`src/logic/oabag_defines.vh`:
```
// Constants for the operand and branch address generator
`ifndef OABAG_DEFINES_VH
`define OABAG_DEFINES_VH

// Operand modes
`define OABAG_OPM_INDIRECT 3'h0
`define OABAG_OPM_AUTOMOD 3'h1
`define OABAG_OPM_DIRECT 3'h2
`define OABAG_OPM_IMMED 3'h3
`define OABAG_OPM_SHORTIMM 3'h4
`define OABAG_OPM_REGWIN 3'h5
`define OABAG_OPM_TABLEDATA 3'h6

// Transfer kinds
`define OABAG_XFR_NONE 3'h0
`define OABAG_XFR_RELATIVE 3'h1
`define OABAG_XFR_ABSOLUTE 3'h2
`define OABAG_XFR_LONG 3'h3
`define OABAG_XFR_TABLE 3'h4
`define OABAG_XFR_VECTOR 3'h5

// Widths, field positions, register window base and reset values
`define OABAG_PC_W 15
`define OABAG_PCL_W 8
`define OABAG_PCH_W 7
`define OABAG_ABS_W 12
`define OABAG_REL_W 6
`define OABAG_REGWIN_BASE 8'hf0
`define OABAG_PSW_CARRY_BIT 0
`define OABAG_PSW_NIBBLE_BIT 1
`define OABAG_PSW_GIE_BIT 2
`define OABAG_PSW_RESET 8'h00
`define OABAG_PC_RESET 15'h0000
`define OABAG_PTR_RESET 8'h00

`endif

```
`src/logic/oabag_rel_adder.v`:
```
// Relative jump target adder across the whole program counter
`default_nettype none

module oabag_rel_adder #(
	parameter PC_W = 15,
	parameter OFF_W = 6
)(
	input wire [PC_W-1:0] pc_i,
	input wire [OFF_W-1:0] offset_i,
	output wire [PC_W-1:0] target_o
);
	wire [PC_W-1:0] ext_offset;

	// Offset is two's complement; extend its sign bit before the add
	assign ext_offset = {{(PC_W-OFF_W){offset_i[OFF_W-1]}}, offset_i};
	// The field counts from the byte after the jump, so six bits span -31 to +32
	// Full-width add: no page limit, carries reach the top bit
	assign target_o = pc_i + ext_offset + {{(PC_W-1){1'b0}}, 1'b1};

endmodule
`default_nettype wire

```
`src/logic/oabag_top.v`:
```
// Operand and branch address generator of an 8-bit core
//
// Functional notes
// - Indirect mode addresses data memory through the selected pointer.
// - Auto-modify load/exchange uses pointer, steps it at the edge that issues the access.
// - Direct mode addresses data memory with an 8-bit instruction field.
// - Immediate mode uses an 8-bit instruction field as operand, no access.
// - Short-pointer load takes its operand from a 4-bit field.
// - Table-data load reads program memory at upper PC with accumulator low.
// - Relative jump adds offset to PC, range -31 to +32.
// - Displacement of plus one is the no-operation, not a jump.
// - Relative addition spans all 15 PC bits, no page wrap.
// - Absolute jump/call replace only the low 12 PC bits.
// - Long jump/call load all 15 PC bits from the field.
// - Table jump reads byte at accumulator address, loads it into PC low.
// - Vectored interrupt loads PC from a two-byte vector in program memory.
// - PC is 15 bits: 7-bit high part and 8-bit low part.
// - Stack pointer, accumulator and both pointers are 8 bits.
// - Register window operands address F0 through FF.
// - Flags word holds carry, nibble overflow and global irq enable.
`default_nettype none
`include "oabag_defines.vh"

module oabag_top #(
	parameter PC_W = `OABAG_PC_W,
	parameter OFF_W = `OABAG_REL_W
)(
	input wire clk_i,
	input wire reset_i,
	// Decode side
	input wire op_valid_i,
	input wire [2:0] operand_mode_i,
	input wire ptr_sel_i,
	input wire ptr_dec_i,
	input wire [7:0] field8_i,
	input wire [3:0] field4_i,
	input wire [3:0] regwin_idx_i,
	input wire [2:0] xfer_kind_i,
	input wire [OFF_W-1:0] rel_offset_i,
	input wire [11:0] abs_field_i,
	input wire [14:0] long_field_i,
	input wire [14:0] vector_addr_i,
	input wire [7:0] accumulator_i,
	input wire [7:0] stack_pointer_i,
	input wire ptr_wr_i,
	input wire ptr_wr_sel_i,
	input wire [7:0] ptr_wr_data_i,
	input wire flags_wr_i,
	input wire [7:0] flags_wr_data_i,
	// Program memory read data
	input wire [7:0] prog_rdata_i,
	// Data memory, immediate and program memory outputs
	output reg dmem_req_o,
	output reg [7:0] dmem_addr_o,
	output reg imm_valid_o,
	output reg [7:0] imm_operand_o,
	output reg prog_req_o,
	output reg [PC_W-1:0] prog_addr_o,
	output reg [7:0] prog_data_o,
	output reg prog_data_valid_o,
	// Architectural state and busy status
	output reg [PC_W-1:0] program_counter_o,
	output reg [7:0] ptr_b_o,
	output reg [7:0] ptr_x_o,
	output reg [7:0] stack_pointer_o,
	output reg [7:0] processor_flags_word_o,
	output reg busy_o
);
	// =====================================================================
	// States
	// =====================================================================
	localparam [3:0] ST_IDLE = 4'b0001;
	localparam [3:0] ST_TBL = 4'b0010;
	localparam [3:0] ST_VEC_HI = 4'b0100;
	localparam [3:0] ST_VEC_LO = 4'b1000;

	reg [3:0] state_r;
	reg [3:0] state_nxt;
	reg [7:0] vector_high_byte_r;
	reg [7:0] vector_high_byte_nxt;
	reg [PC_W-1:0] pc_nxt;
	reg [7:0] ptr_b_nxt;
	reg [7:0] ptr_x_nxt;
	reg dmem_req_nxt;
	reg [7:0] dmem_addr_nxt;
	reg imm_valid_nxt;
	reg [7:0] imm_nxt;
	reg prog_req_nxt;
	reg [PC_W-1:0] prog_addr_nxt;
	reg prog_data_valid_nxt;
	reg [7:0] prog_data_nxt;
	reg table_data_r;
	reg table_data_nxt;
	reg [7:0] flags_nxt;

	wire [PC_W-1:0] rel_target;
	wire [7:0] sel_ptr;
	wire [PC_W-1:0] pc_seq;
	wire rel_is_nop;

	// =====================================================================
	// Helpers
	// =====================================================================
	// Program address with the accumulator in the low byte
	function [PC_W-1:0] acc_addr;
		input [PC_W-1:0] pc;
		input [7:0] acc;
		begin
			acc_addr = {pc[PC_W-1:`OABAG_PCL_W], acc};
		end
	endfunction

	// Modulo-256 pointer step
	function [7:0] ptr_step;
		input [7:0] ptr;
		input dec;
		begin
			if (dec)
				ptr_step = ptr - 8'h01;
			else
				ptr_step = ptr + 8'h01;
		end
	endfunction

	oabag_rel_adder #(
		.PC_W(PC_W),
		.OFF_W(OFF_W)
	) u_rel (
		.pc_i(program_counter_o),
		.offset_i(rel_offset_i),
		.target_o(rel_target)
	);

	assign sel_ptr = ptr_sel_i ? ptr_x_o : ptr_b_o;
	assign pc_seq = program_counter_o + {{(PC_W-1){1'b0}}, 1'b1};
	// A zero field is displacement +1, the NOP encoding; it falls through
	assign rel_is_nop = (rel_offset_i == {OFF_W{1'b0}});

	// =====================================================================
	// Next-state logic
	// =====================================================================
	always @*
	begin
		state_nxt = state_r;
		vector_high_byte_nxt = vector_high_byte_r;
		pc_nxt = program_counter_o;
		ptr_b_nxt = ptr_b_o;
		ptr_x_nxt = ptr_x_o;
		dmem_req_nxt = 1'b0;
		dmem_addr_nxt = dmem_addr_o;
		imm_valid_nxt = 1'b0;
		imm_nxt = imm_operand_o;
		prog_req_nxt = 1'b0;
		prog_addr_nxt = prog_addr_o;
		prog_data_valid_nxt = 1'b0;
		prog_data_nxt = prog_data_o;
		table_data_nxt = table_data_r;
		flags_nxt = processor_flags_word_o;
		if (flags_wr_i)
			flags_nxt = flags_wr_data_i;
		if (ptr_wr_i)
		begin
			if (ptr_wr_sel_i)
				ptr_x_nxt = ptr_wr_data_i;
			else
				ptr_b_nxt = ptr_wr_data_i;
		end
		case (state_r)
			ST_IDLE:
			begin
				if (op_valid_i)
				begin
					case (operand_mode_i)
						`OABAG_OPM_INDIRECT:
						begin
							dmem_req_nxt = 1'b1;
							dmem_addr_nxt = sel_ptr;
						end
						`OABAG_OPM_AUTOMOD:
						begin
							// Access uses the old pointer; the step lands as the op retires
							dmem_req_nxt = 1'b1;
							dmem_addr_nxt = sel_ptr;
							if (ptr_sel_i)
								ptr_x_nxt = ptr_step(ptr_x_o, ptr_dec_i);
							else
								ptr_b_nxt = ptr_step(ptr_b_o, ptr_dec_i);
						end
						`OABAG_OPM_DIRECT:
						begin
							dmem_req_nxt = 1'b1;
							dmem_addr_nxt = field8_i;
						end
						`OABAG_OPM_IMMED:
						begin
							imm_valid_nxt = 1'b1;
							imm_nxt = field8_i;
						end
						`OABAG_OPM_SHORTIMM:
						begin
							imm_valid_nxt = 1'b1;
							imm_nxt = {4'h0, field4_i};
						end
						`OABAG_OPM_REGWIN:
						begin
							dmem_req_nxt = 1'b1;
							dmem_addr_nxt = `OABAG_REGWIN_BASE | {4'h0, regwin_idx_i};
						end
						`OABAG_OPM_TABLEDATA:
						begin
							prog_req_nxt = 1'b1;
							prog_addr_nxt = acc_addr(program_counter_o, accumulator_i);
							table_data_nxt = 1'b1;
							state_nxt = ST_TBL;
						end
						default:
						begin
							dmem_req_nxt = 1'b0;
						end
					endcase
					case (xfer_kind_i)
						`OABAG_XFR_RELATIVE:
						begin
							if (rel_is_nop)
								pc_nxt = pc_seq;
							else
								pc_nxt = rel_target;
						end
						`OABAG_XFR_ABSOLUTE:
						begin
							pc_nxt = {program_counter_o[PC_W-1:`OABAG_ABS_W], abs_field_i};
						end
						`OABAG_XFR_LONG:
						begin
							pc_nxt = long_field_i;
						end
						`OABAG_XFR_TABLE:
						begin
							prog_req_nxt = 1'b1;
							prog_addr_nxt = acc_addr(program_counter_o, accumulator_i);
							table_data_nxt = 1'b0;
							state_nxt = ST_TBL;
						end
						`OABAG_XFR_VECTOR:
						begin
							// High byte first, then the adjacent low byte
							prog_req_nxt = 1'b1;
							prog_addr_nxt = vector_addr_i;
							state_nxt = ST_VEC_HI;
						end
						default:
						begin
							pc_nxt = program_counter_o;
						end
					endcase
				end
			end
			ST_TBL:
			begin
				// Memory answers in the same cycle as the registered request
				if (table_data_r)
				begin
					prog_data_valid_nxt = 1'b1;
					prog_data_nxt = prog_rdata_i;
				end
				else
				begin
					pc_nxt = {program_counter_o[PC_W-1:`OABAG_PCL_W], prog_rdata_i};
				end
				state_nxt = ST_IDLE;
			end
			ST_VEC_HI:
			begin
				vector_high_byte_nxt = prog_rdata_i;
				prog_req_nxt = 1'b1;
				prog_addr_nxt = prog_addr_o + {{(PC_W-1){1'b0}}, 1'b1};
				state_nxt = ST_VEC_LO;
			end
			ST_VEC_LO:
			begin
				// Top bit of the high byte is dropped: PC is only 15 bits wide
				pc_nxt = {vector_high_byte_r[`OABAG_PCH_W-1:0], prog_rdata_i};
				state_nxt = ST_IDLE;
			end
			default:
			begin
				state_nxt = ST_IDLE;
			end
		endcase
	end

	// =====================================================================
	// Registers
	// =====================================================================
	always @(posedge clk_i)
	begin
		if (reset_i)
		begin
			state_r <= ST_IDLE;
			vector_high_byte_r <= 8'h00;
			table_data_r <= 1'b0;
			program_counter_o <= `OABAG_PC_RESET;
			ptr_b_o <= `OABAG_PTR_RESET;
			ptr_x_o <= `OABAG_PTR_RESET;
			stack_pointer_o <= `OABAG_PTR_RESET;
			processor_flags_word_o <= `OABAG_PSW_RESET;
			dmem_req_o <= 1'b0;
			dmem_addr_o <= 8'h00;
			imm_valid_o <= 1'b0;
			imm_operand_o <= 8'h00;
			prog_req_o <= 1'b0;
			prog_addr_o <= `OABAG_PC_RESET;
			prog_data_o <= 8'h00;
			prog_data_valid_o <= 1'b0;
			busy_o <= 1'b0;
		end
		else
		begin
			state_r <= state_nxt;
			vector_high_byte_r <= vector_high_byte_nxt;
			table_data_r <= table_data_nxt;
			program_counter_o <= pc_nxt;
			ptr_b_o <= ptr_b_nxt;
			ptr_x_o <= ptr_x_nxt;
			stack_pointer_o <= stack_pointer_i;
			processor_flags_word_o <= flags_nxt;
			dmem_req_o <= dmem_req_nxt;
			dmem_addr_o <= dmem_addr_nxt;
			imm_valid_o <= imm_valid_nxt;
			imm_operand_o <= imm_nxt;
			prog_req_o <= prog_req_nxt;
			prog_addr_o <= prog_addr_nxt;
			prog_data_o <= prog_data_nxt;
			prog_data_valid_o <= prog_data_valid_nxt;
			busy_o <= (state_nxt != ST_IDLE);
		end
	end

endmodule
`default_nettype wire

```
`config.mk`:
```
export PLATFORM = sky130hd
export DESIGN_NAME = oabag_top
export DESIGN_NICKNAME = d
export VERILOG_FILES = /design/src/logic/oabag_rel_adder.v /design/src/logic/oabag_top.v
export VERILOG_INCLUDE_DIRS = /design/src /design/src/logic
export SDC_FILE = /design/constraint.sdc
export NUM_CORES = 1
export LEC_CHECK = 0
export ABC_CLOCK_PERIOD_IN_PS = 6300
export CAP_MARGIN = 20
export CORE_MARGIN = 4
export CORE_UTILIZATION = 60
export DETAILED_ROUTE_END_ITERATION = 10
export DONT_BUFFER_PORTS = 1
export GPL_TIMING_DRIVEN = 0
export PLACE_DENSITY = 0.76
export SETUP_SLACK_MARGIN = 0.02
export SLEW_MARGIN = 10
export SYNTH_ARGS = -nofsm -noshare
export SYNTH_HDL_FRONTEND = slang
export SYNTH_SLANG_ARGS = --single-unit
```
`constraint.sdc`:
```
create_clock -name clk_i -period 6.3 [get_ports clk_i]
set_input_delay 0.63 -clock clk_i [delete_from_list [all_inputs] [get_ports clk_i]]
set_output_delay 0.63 -clock clk_i [all_outputs]
set_load 0.05 [all_outputs]
```
; ---- Word level (Yosys, flattened, before mapping)
; Index checks and enable logic that the tools add are counted.
[classes]
n_bitwise = 3
n_addsub = 8
n_mux = 39
n_reduce_logical = 22
n_eq_ne = 22
[op_table]
columns = op, count
row1 = $mux 8, 16
row2 = $pmux 15 s3, 2
row3 = $mux 15, 4
row4 = $pmux 15 s2, 2
row5 = $add 15x1->15 const B, 3
row6 = $pmux 8 s3, 1
row7 = $add 8x1->8 const B, 2
row8 = $pmux 4 s2, 2
row9 = $pmux 8 s2, 1
row10 = $sub 8x1->8 const B, 2
row11 = $add 15x15->15, 1
row12 = $eq 3x3->1 const B, 5
row13 = $eq 3x2->1 const B, 4
row14 = $ne 4x1->1 const B, 3
row15 = $reduce_and 3->1, 4
row16 = $mux 1, 8
row17 = $mux 4, 2
row18 = $reduce_and 4->1, 2
row19 = $reduce_bool 2->1, 4
row20 = $reduce_or 2->1, 4
row21 = $eq 3x1->1 const B, 2
row22 = $logic_not 6->1, 1
row23 = $ne 2x2->1 const B, 3
row24 = $reduce_bool 3->1, 2
row25 = other kinds (12), 14
[totals]
regBits = 103
output_inout_bits = 91
wordCells = 113
input_bits = 118

; ---- Depth between registers and ports, before layout
; Gate-level depths: netlist (run 1).
[depth]
depth_word = 6
ltp_mapped = 10
mapped_depth_nobuf = 10

; ---- Hierarchy
; Synthesis (run 1) repeated with hierarchy kept, for this count alone.
[hier_totals]
hier_cells = 845
hier_area_um2 = 6861.6
[by_module_without_submodules]
columns = mod, n_inst, cells_per_inst, area_each_um2
row1 = oabag_top, 1, 750, 6122.1
row2 = oabag_rel_adder, 1, 95, 739.5

; ---- Worst setup path before layout (run 1)
; Ideal clock, no wire load.
[synth_timing]
path_kind = register to register
startpoint = register program_counter_o[7]
endpoint = register program_counter_o[12]
path_slack_ns = 3.773
stages_incl_launch_ff = 10
setup_ns = 0.091
t_required_ns = 6.209
arrival_time_ns = 2.436
path_cell_list = dfxtp_1 > ha_1 > and3_1 > buf_2 > nor3b_1 > a2111oi_0 > o22ai_1 > xor2_1 > o21ai_0 > a311oi_1
[synth_between]
elab_chain_len = 6
elab_cells_between_ends = 7
classes_between = 3 x add/sub / 4 x mux
[synth_lines]
columns = element, line
row1 = from (decl), oabag_top.v:62  ; output reg [PC_W-1:0] program_counter_o,
row2 = from (signal assigned), oabag_top.v:302  ; program_counter_o <= `OABAG_PC_RESET;
row3 = from (signal assigned), oabag_top.v:322  ; program_counter_o <= pc_nxt;
row4 = $add 15x15->15, oabag_rel_adder.v:18  ; assign target_o = pc_i + ext_offset + {{(PC_W-1){1'b0}}, 1'b1};
row5 = $add 15x1->15, oabag_rel_adder.v:18
row6 = $mux 15 *, oabag_top.v:224  ; if (rel_is_nop)
row7 = $pmux 15 s3 *, oabag_top.v:221  ; case (xfer_kind_i)
row8 = $mux 15 *, oabag_top.v:171  ; if (op_valid_i)
row9 = $pmux 15 s3 *, oabag_top.v:168  ; case (state_r)
; Mark *: on every way between the ends. The rest lies on a longest branch, timed or not. The select of a mux whose other input is x is not followed.
; A chain may end at the register's enable or synchronous reset.

; ---- Worst setup path after layout (run 1)
[layout_timing]
startpoint = register program_counter_o[0]
endpoint = register program_counter_o[12]
; Same word-level chain as after synthesis.

==> summary.txt, run 1 <==
STA
  – Final worst path period share: 0.473
  – FMAX: 0.336 GHz
  – Measured slew at the worst slew-check pin: 0.977 ns
  – Setup TNS: 0 ns
  – Min Tclk post-route: 2.98 ns
  – Final critical-path setup slack: 3.32 ns
  – Worst rel slew slack: 0.343
  – RSZ-0062 raised after global routing: no
  – Final Max Tran Viols: 0
  – Final setup viols: 0
  – Clk_skew: 0.0112 ns
  – Final Hold Fails: 0

Synthesis
  – Synth warn: 0
  – Mapped Nets: 1018
  – Syn Area/Cell: 7.71 um^2
  – Library cells used by synthesis: 65
  – Register bit total from synthesis: 103
  – Sequential element share of the synthesized area: 0.308
  – Top FF cell, synth: dfxtp_1
  – FFs w/ async S/R, synth: 0
  – Post-synth EDFFs: 0
  – Mapped Area: 6700 um^2
  – Post-Syn Instances: 869

Finish
  – Fin nets: 1029
  – Filler cell count: 966
  – Commonest cells after routing, fill and taps aside: 112 x nand2_1, 109 x nor2_1, 103 x dfxtp_1
  – Multi-input logic area: 4370 um^2
  – Most common library cell in the layout ignoring fill and taps: nand2_1
  – ANT cells: 0
  – Share of layout cells above drive strength 1: 0.0565
  – Register area: 2060 um^2
  – Area Overhead vs Synth: 5.28%

Clock network
  – Post-CTS Resized: 0
  – Reg clk slew, reported paths: 0.10 ns
  – H-tree depth: 3
  – CTS tree: done
  – Max Root-Sink Buffers: 2
  – Total clock sinks: 103
  – Total setup buffers inserted after CTS: 0
  – Clock root buffer: clkbuf_8
  – Post-CTS Hold Buffers: 0
  – Clk_lat worst skew: 0.38 ns
  – CTS Buf Count: 9

GRT
  – Initial antenna violation count: 0
  – Vias in the first global route: 6178
  – GRT overflow: 0
  – Largest net degree at the start of global routing: 19
  – Global-route wire length before repair: 30700 um
  – Overall routing resource usage: 0.293

Routing
  – Iteration-0 DRC Markers: 577
  – Total number of vias: 6487
  – # DRC: 0
  – Final wirelength: 19500 um
  – Remaining antenna violation count: 0
  – DR WL/cell: 19.0 um
  – DRT Pass-1 Iters: 6
  – Vias per inst: 6.33

Worst setup path
  – Crit Path Class: reg -> reg
  – CP startpoint kind: flip-flop
  – Worst setup endpoint: program_counter_o[12]$_SDFFE_PP0P_
  – Internal reg-to-reg setup slack: 3.32 ns
  – Slowest-stage cell, CP: dfxtp_1
  – Crit path DAT: 3.27 ns
  – Critical Path Stages: 10
  – CP endpoint kind: flip-flop
  – Crit path cell chain: inv_1, ha_1, fa_1, nor2b_1, o31a_1, a32oi_1, o22ai_1, xor2_1, o21ai_0, a311oi_1
  – Largest fanout on the critical path: 7
  – Critical path launch point: program_counter_o[0]$_SDFFE_PP0P_
  – Buffers & Inverters on Critical Path: 1
  – CP max stage delay: 0.75 ns
  – Reg-to-Reg Start: program_counter_o[0]$_SDFFE_PP0P_
  – Critical path's top delay family: compound AO/OA/AOI/OAI gates
  – Capture point of the worst reg-to-reg path: program_counter_o[12]$_SDFFE_PP0P_
  – Data required time of the worst path: 6.59 ns
  – Worst r2r path cells: 10

Worst hold path
  – HP Class: in -> reg

Die
  – Die footprint: 12900 um^2
  – Chip Height: 114 um
  – Core Box Area: 10900 um^2
  – I/O Pins: 209
  – Initial Utilization: 0.615
  – Num rows: 38
  – Die span in x: 114 um

Run status
  – Outcome: completed

Placed design
  – Routability congestion estimate from global placement: 0.933
  – Port Buf Inserts: 0
  – Post-place setup slack: 3.39 ns
  – Estimated wirelength of the detail-placed design: 15300 um

Pwr
  – Pwr Density: 215 nW/um^2
  – P_leak: 2.71 nW
  – Peak VDD IR: 0.158 mV

Run
  – Max-cap viol count: 0
[metrics by stage]
step	hold WS [ns]	utilization	area (um^2)	total power, mW	instances
2_1_floorplan	0.437	-	6700	1.06	869
3_3_place_gp	0.452	0.632	6880	1.12	1009
3_5_place_dp	0.453	0.632	6880	1.13	1009
4_1_cts	0.355	0.648	7060	1.52	1025
5_1_grt	0.354	0.648	7060	1.59	1025
6_report	0.371	0.648	7060	1.51	1025
[synthesized netlist by cell type (all sizes together), types with 3 or more instances]
cell type / number / share of area
a211oi: 26 / 0.029
a21o: 9 / 0.010
a21oi: 82 / 0.063
a221oi: 3 / 0.0049
a22oi: 4 / 0.0045
a311oi: 11 / 0.014
a31oi: 8 / 0.0075
a32oi: 3 / 0.0039
and2: 3 / 0.0028
and3: 7 / 0.0065
buf: 17 / 0.014
clkbuf: 33 / 0.018
dfxtp: 103 / 0.31
fa: 3 / 0.0090
ha: 28 / 0.052
inv: 14 / 0.0078
mux2: 6 / 0.010
mux2i: 42 / 0.063
nand2: 114 / 0.065
nand2b: 10 / 0.0093
nand3: 26 / 0.019
nand4: 10 / 0.0093
nor2: 109 / 0.061
nor2b: 27 / 0.025
nor3: 22 / 0.016
nor3b: 6 / 0.0067
nor4: 7 / 0.0097
o211ai: 6 / 0.0067
o21a: 5 / 0.0056
o21ai: 43 / 0.033
o221ai: 3 / 0.0049
o22ai: 10 / 0.0093
o311ai: 6 / 0.0078
or2: 3 / 0.0028
or3: 4 / 0.0037
xnor2: 18 / 0.024
xor2: 15 / 0.020
[flip-flops by register name, indices dropped and copies added, names as in the netlist, 8 cells and up]
| register | flops |
|---|---|
| prog_data_o | 8 |
| imm_operand_o | 8 |
| ptr_x_o | 8 |
| stack_pointer_o | 8 |
| prog_addr_o | 15 |
| processor_flags_word_o | 8 |
| program_counter_o | 15 |
| ptr_b_o | 8 |
| dmem_addr_o | 8 |
[where the power goes]
part / total (mW) / internal, mW / switching, mW
Combinational: 0.293 / 0.124 / 0.169
Clock: 0.396 / 0.149 / 0.247
Sequential: 0.825 / 0.681 / 0.144
[area by class of cell]
class | count | share of cell area
multi-input cells | 702 | 0.620
well taps | 140 | 0.0248
flip-flops and latches | 103 | 0.292
plain buffers | 50 | 0.0305
inverters | 14 | 0.00745
clock inverters | 7 | 0.00780
clock buffers | 9 | 0.0176
[worst register-to-register path, delay by kind of cell (launching register included)]
kind	cells	cell delay, ns
buffers and inverters	1	0.15
adder cells (fa/ha/maj)	2	0.65
flip-flops	1	0.75
AND/OR/NAND/NOR	1	0.21
AO/OA/AOI/OAI	5	0.97
XOR/XNOR	1	0.18
[routing by layer]
| layer | track usage | vias to the layer above | share of wire |
|---|---|---|---|
| li1 | - | 3152 | - |
| met1 | 0.354 | 2986 | 0.39 |
| met2 | 0.489 | 298 | 0.48 |
| met3 | 0.0981 | 51 | 0.097 |
| met4 | 0.101 | 0 | 0.027 |
| met5 | 0 | - | 0 |
[worst min path at each step]
stage	from	to	slack [ns]	depth (start not counted)
after global routing	stack_pointer_i[1]	stack_pointer_o[1]$_SDFF_PP0_	0.35	1
after detailed placement	vector_high_byte_r[2]$_SDFFE_PP0P_	vector_high_byte_r[2]$_SDFFE_PP0P_	0.45	2
after floorplan	vector_high_byte_r[3]$_SDFFE_PP0P_	vector_high_byte_r[3]$_SDFFE_PP0P_	0.44	2
after CTS	stack_pointer_i[1]	stack_pointer_o[1]$_SDFF_PP0_	0.35	1
final	stack_pointer_i[1]	stack_pointer_o[1]$_SDFF_PP0_	0.37	1
after global placement	vector_high_byte_r[3]$_SDFFE_PP0P_	vector_high_byte_r[3]$_SDFFE_PP0P_	0.45	2
[logic make-up (layout without fill, tap and decap cells)]
family | Yosys count | after routing | synth area share
AOI/OAI and AO/OA | 233 | 233 | 0.223
xor gates and xnor gates | 33 | 33 | 0.0431
adders and majority gates | 31 | 31 | 0.0612
buffers and inverters | 64 | 80 | 0.0400
DFF | 103 | 103 | 0.308
muxes | 48 | 48 | 0.0728
and+or+nand+nor | 357 | 357 | 0.252
Power figures use the tool's default switching activity.
==> inputs of run 2 (changes only) <==
--- a/config.mk
+++ b/config.mk
@@ -6,10 +6,10 @@
 export SDC_FILE = /design/constraint.sdc
 export NUM_CORES = 1
 export LEC_CHECK = 0
-export ABC_CLOCK_PERIOD_IN_PS = 6300
+export ABC_CLOCK_PERIOD_IN_PS = 2470
 export CAP_MARGIN = 20
 export CORE_MARGIN = 4
-export CORE_UTILIZATION = 60
+export CORE_UTILIZATION = 58
 export DETAILED_ROUTE_END_ITERATION = 10
 export DONT_BUFFER_PORTS = 1
 export GPL_TIMING_DRIVEN = 0
==> constraint.sdc (replaced) <==
create_clock -name clk_i -period 2.47 [get_ports clk_i]
set_input_delay 0.247 -clock clk_i [delete_from_list [all_inputs] [get_ports clk_i]]
set_output_delay 0.247 -clock clk_i [all_outputs]
set_load 0.05 [all_outputs]
==> run 2 against run 1 <==
Global-route usage increased by 0.065 points. Routed wire length increased by 4.4%. Hold slack got worse by 0.34 ns. Clock-buffer cell count unchanged. Sequential share of layout area decreased by 0.63 points. Core utilization increased by 1.8 points. Critical path type unchanged. Largest power group unchanged.
==> summary.txt, run 2 (synthesis results as in run 1) <==
Run status
  – Outcome: completed

Worst setup path
  – Slowest-stage cell, CP: dfxtp_4
  – Critical Path Stages: 8 (-2)
  – Buffers & Inverters on Critical Path: 0 (-1)
  – Crit path DAT: 2.61 ns (-0.66 ns)
  – Worst r2r path cells: 8 (-2)
  – CP endpoint kind: flip-flop
  – CP startpoint kind: flip-flop
  – Crit Path Class: reg -> reg
  – Largest fanout on the critical path: 6 (-1)
  – Critical path launch point: program_counter_o[3]$_SDFFE_PP0P_
  – Data required time of the worst path: 2.66 ns (-3.93 ns)
  – CP max stage delay: 0.48 ns (-0.27 ns)
  – Crit path cell chain: ha_1, a21o_1, a21oi_1, nand2_1, a211oi_2, xnor2_1, a2111oi_2, nor4_1
  – Critical path's top delay family: compound AO/OA/AOI/OAI gates
  – Reg-to-Reg Start: program_counter_o[3]$_SDFFE_PP0P_

Clock network
  – Max Root-Sink Buffers: 2 (unchanged)
  – Clock root buffer: clkbuf_16
  – Post-CTS Hold Buffers: 0 (unchanged)
  – CTS tree: done
  – Clk_lat worst skew: 0.34 ns (-0.04 ns)
  – H-tree depth: 3 (unchanged)
  – Total clock sinks: 103 (unchanged)
  – Reg clk slew, reported paths: 0.07 ns (-0.03 ns)
  – CTS Buf Count: 9 (unchanged)

Die
  – I/O Pins: 209 (unchanged)
  – Die span in x: 115 um (+1.6%)
  – Initial Utilization: 0.605 (-0.0106)
  – Chip Height: 115 um (+1.6%)
  – Core Box Area: 11100 um^2 (+1.7%)
  – Die footprint: 13300 um^2 (+3.2%)
  – Num rows: 38 (unchanged)

Worst hold path
  – Hold Startpoint: stack_pointer_i[2]
  – HP Class: in -> reg
  – Hold Path Depth: 1 (unchanged)

Routing
  – # DRC: 0 (unchanged)
  – DR WL/cell: 19.8 um (+3.8%)
  – Final wirelength: 20400 um (+4.4%)
  – DRT Pass-1 Iters: 5 (-1)
  – Remaining antenna violation count: 0 (unchanged)
  – Total number of vias: 6671 (+2.8%)
  – Vias per inst: 6.48 (+2.3%)
  – Iteration-0 DRC Markers: 673 (+17%)

STA
  – RSZ-0062 raised after global routing: yes
  – Final setup viols: 0 (unchanged)
  – Final worst path period share: 0.978 (+0.505)
  – Setup TNS: 0 ns (unchanged)
  – FMAX: 0.414 GHz (+23%)
  – Clk_skew: 0.0109 ns (-0.000305 ns)
  – Min Tclk post-route: 2.41 ns (-0.564 ns)
  – Hold_ws: 0.0340 ns (-0.337 ns)
  – Worst rel slew slack: 0.296 (-0.0476)
  – Final Hold Fails: 0 (unchanged)
  – Measured slew at the worst slew-check pin: 1.05 ns (+0.0708 ns)
  – Final Max Tran Viols: 0 (unchanged)

Finish
  – ANT cells: 0 (unchanged)
  – Filler cell count: 949 (-1.8%)
  – Area Overhead vs Synth: 10.0%
  – Commonest cells after routing, fill and taps aside: 112 x nand2_1, 109 x nor2_1, 86 x dfxtp_1
  – Share of layout cells above drive strength 1: 0.0966 (+0.0401)
  – Fin nets: 1034 (+0.49%)
  – Most common library cell in the layout ignoring fill and taps: nand2_1
  – Biggest regs: prog_addr_o x15, program_counter_o x15

GRT
  – GRT overflow: 0 (unchanged)
  – Initial antenna violation count: 0 (unchanged)
  – Global-route wire length before repair: 31800 um (+3.4%)
  – Vias in the first global route: 6362 (+3.0%)
  – Largest net degree at the start of global routing: 19 (unchanged)
  – Overall routing resource usage: 0.294 (+0.000648)

Placed design
  – Estimated wirelength of the detail-placed design: 15800 um (+2.8%)
  – Routability congestion estimate from global placement: 0.980 (+5.0%)
  – Port Buf Inserts: 0 (unchanged)

Run
  – Max-cap viol count: 0 (unchanged)

Pwr
  – Pwr Density: 591 nW/um^2 (+180%)
  – P_leak: 2.81 nW (+3.8%)
  – Peak VDD IR: 0.378 mV (+140%)
run 2: cell count changes in the layout (fill, tap and decap cells not counted), moves of 4 or more:
cell       change
dfxtp_1       -17
ha_4           +5
o21ai_0        -6
clkbuf_16      +9
ha_1           -6
clkbuf_8       -9
dfxtp_2        +7
o21ai_1        +6
dfxtp_4       +10
buf_4          +4
run 2: worst reg2reg max path: cells and delay by family, from the launching register on:
| kind | cells | cell delay [ns] |
|---|---|---|
| flip-flops | 1 | 0.48 |
| XOR/XNOR | 1 | 0.12 |
| adder cells (fa/ha/maj) | 1 | 0.33 |
| AO/OA/AOI/OAI | 4 | 1.04 |
| AND/OR/NAND/NOR | 2 | 0.29 |
run 2: cell type report:
cell class	count	area, um^2	area share
Buffer	50	215	0.0292
Tap cell	140	175	0.0238
Multi-Input combinational cell	702	4470	0.606
Timing Repair Buffer	5	41.3	0.00560
Clock buffer	9	225	0.0305
Inverter	14	55.1	0.00747
Clock inverter	7	81.3	0.0110
Sequential cell	103	2110	0.286
run 2: per-layer routing:
layer,vias up,part of all wire,GRT usage
li1,3170,-,-
met3,38,0.10,0.0830
met1,3129,0.39,0.358
met2,334,0.50,0.505
met5,-,0,0
met4,0,0.018,0.0876
run 2: where the power goes:
part / leakage [nW] / internal, mW / switching (mW) / total [mW]
clock: 0.140 / 0.797 / 0.655 / 1.45
sequential: 0.851 / 1.74 / 0.371 / 2.11
combinational: 1.82 / 0.345 / 0.452 / 0.797
run 2: worst paths after layout:
kind                                                      endpoint  slack, ns
worst min register to register  vector_high_byte_r[6]$_SDFFE_PP0P_       0.47
worst max register to register  program_counter_o[11]$_SDFFE_PP0P_       0.06
worst max-delay path            program_counter_o[11]$_SDFFE_PP0P_       0.06
worst min-delay path                 stack_pointer_o[2]$_SDFF_PP0_       0.03
run 2: through the flow:
step | setup slack, ns | instance area [um^2] | instances | utilization | total power, mW
after detailed placement | -0.371 | 6880 | 1009 | 0.621 | 2.88
after global placement | -0.245 | 6880 | 1009 | 0.621 | 2.85
after global routing | -0.0901 | 7370 | 1030 | 0.666 | 4.54
after CTS | 0.0183 | 7290 | 1029 | 0.658 | 4.34
final | 0.0552 | 7370 | 1030 | 0.666 | 4.36
after floorplan | 0.0718 | 6710 | 869 | - | 2.70
run 2: timing repair:
item                                    4_1_cts  5_1_grt
pin swaps                                     8        5
buffers inserted                              4        1
endpoints found under the setup margin       12       15
resized for setup                            25       25
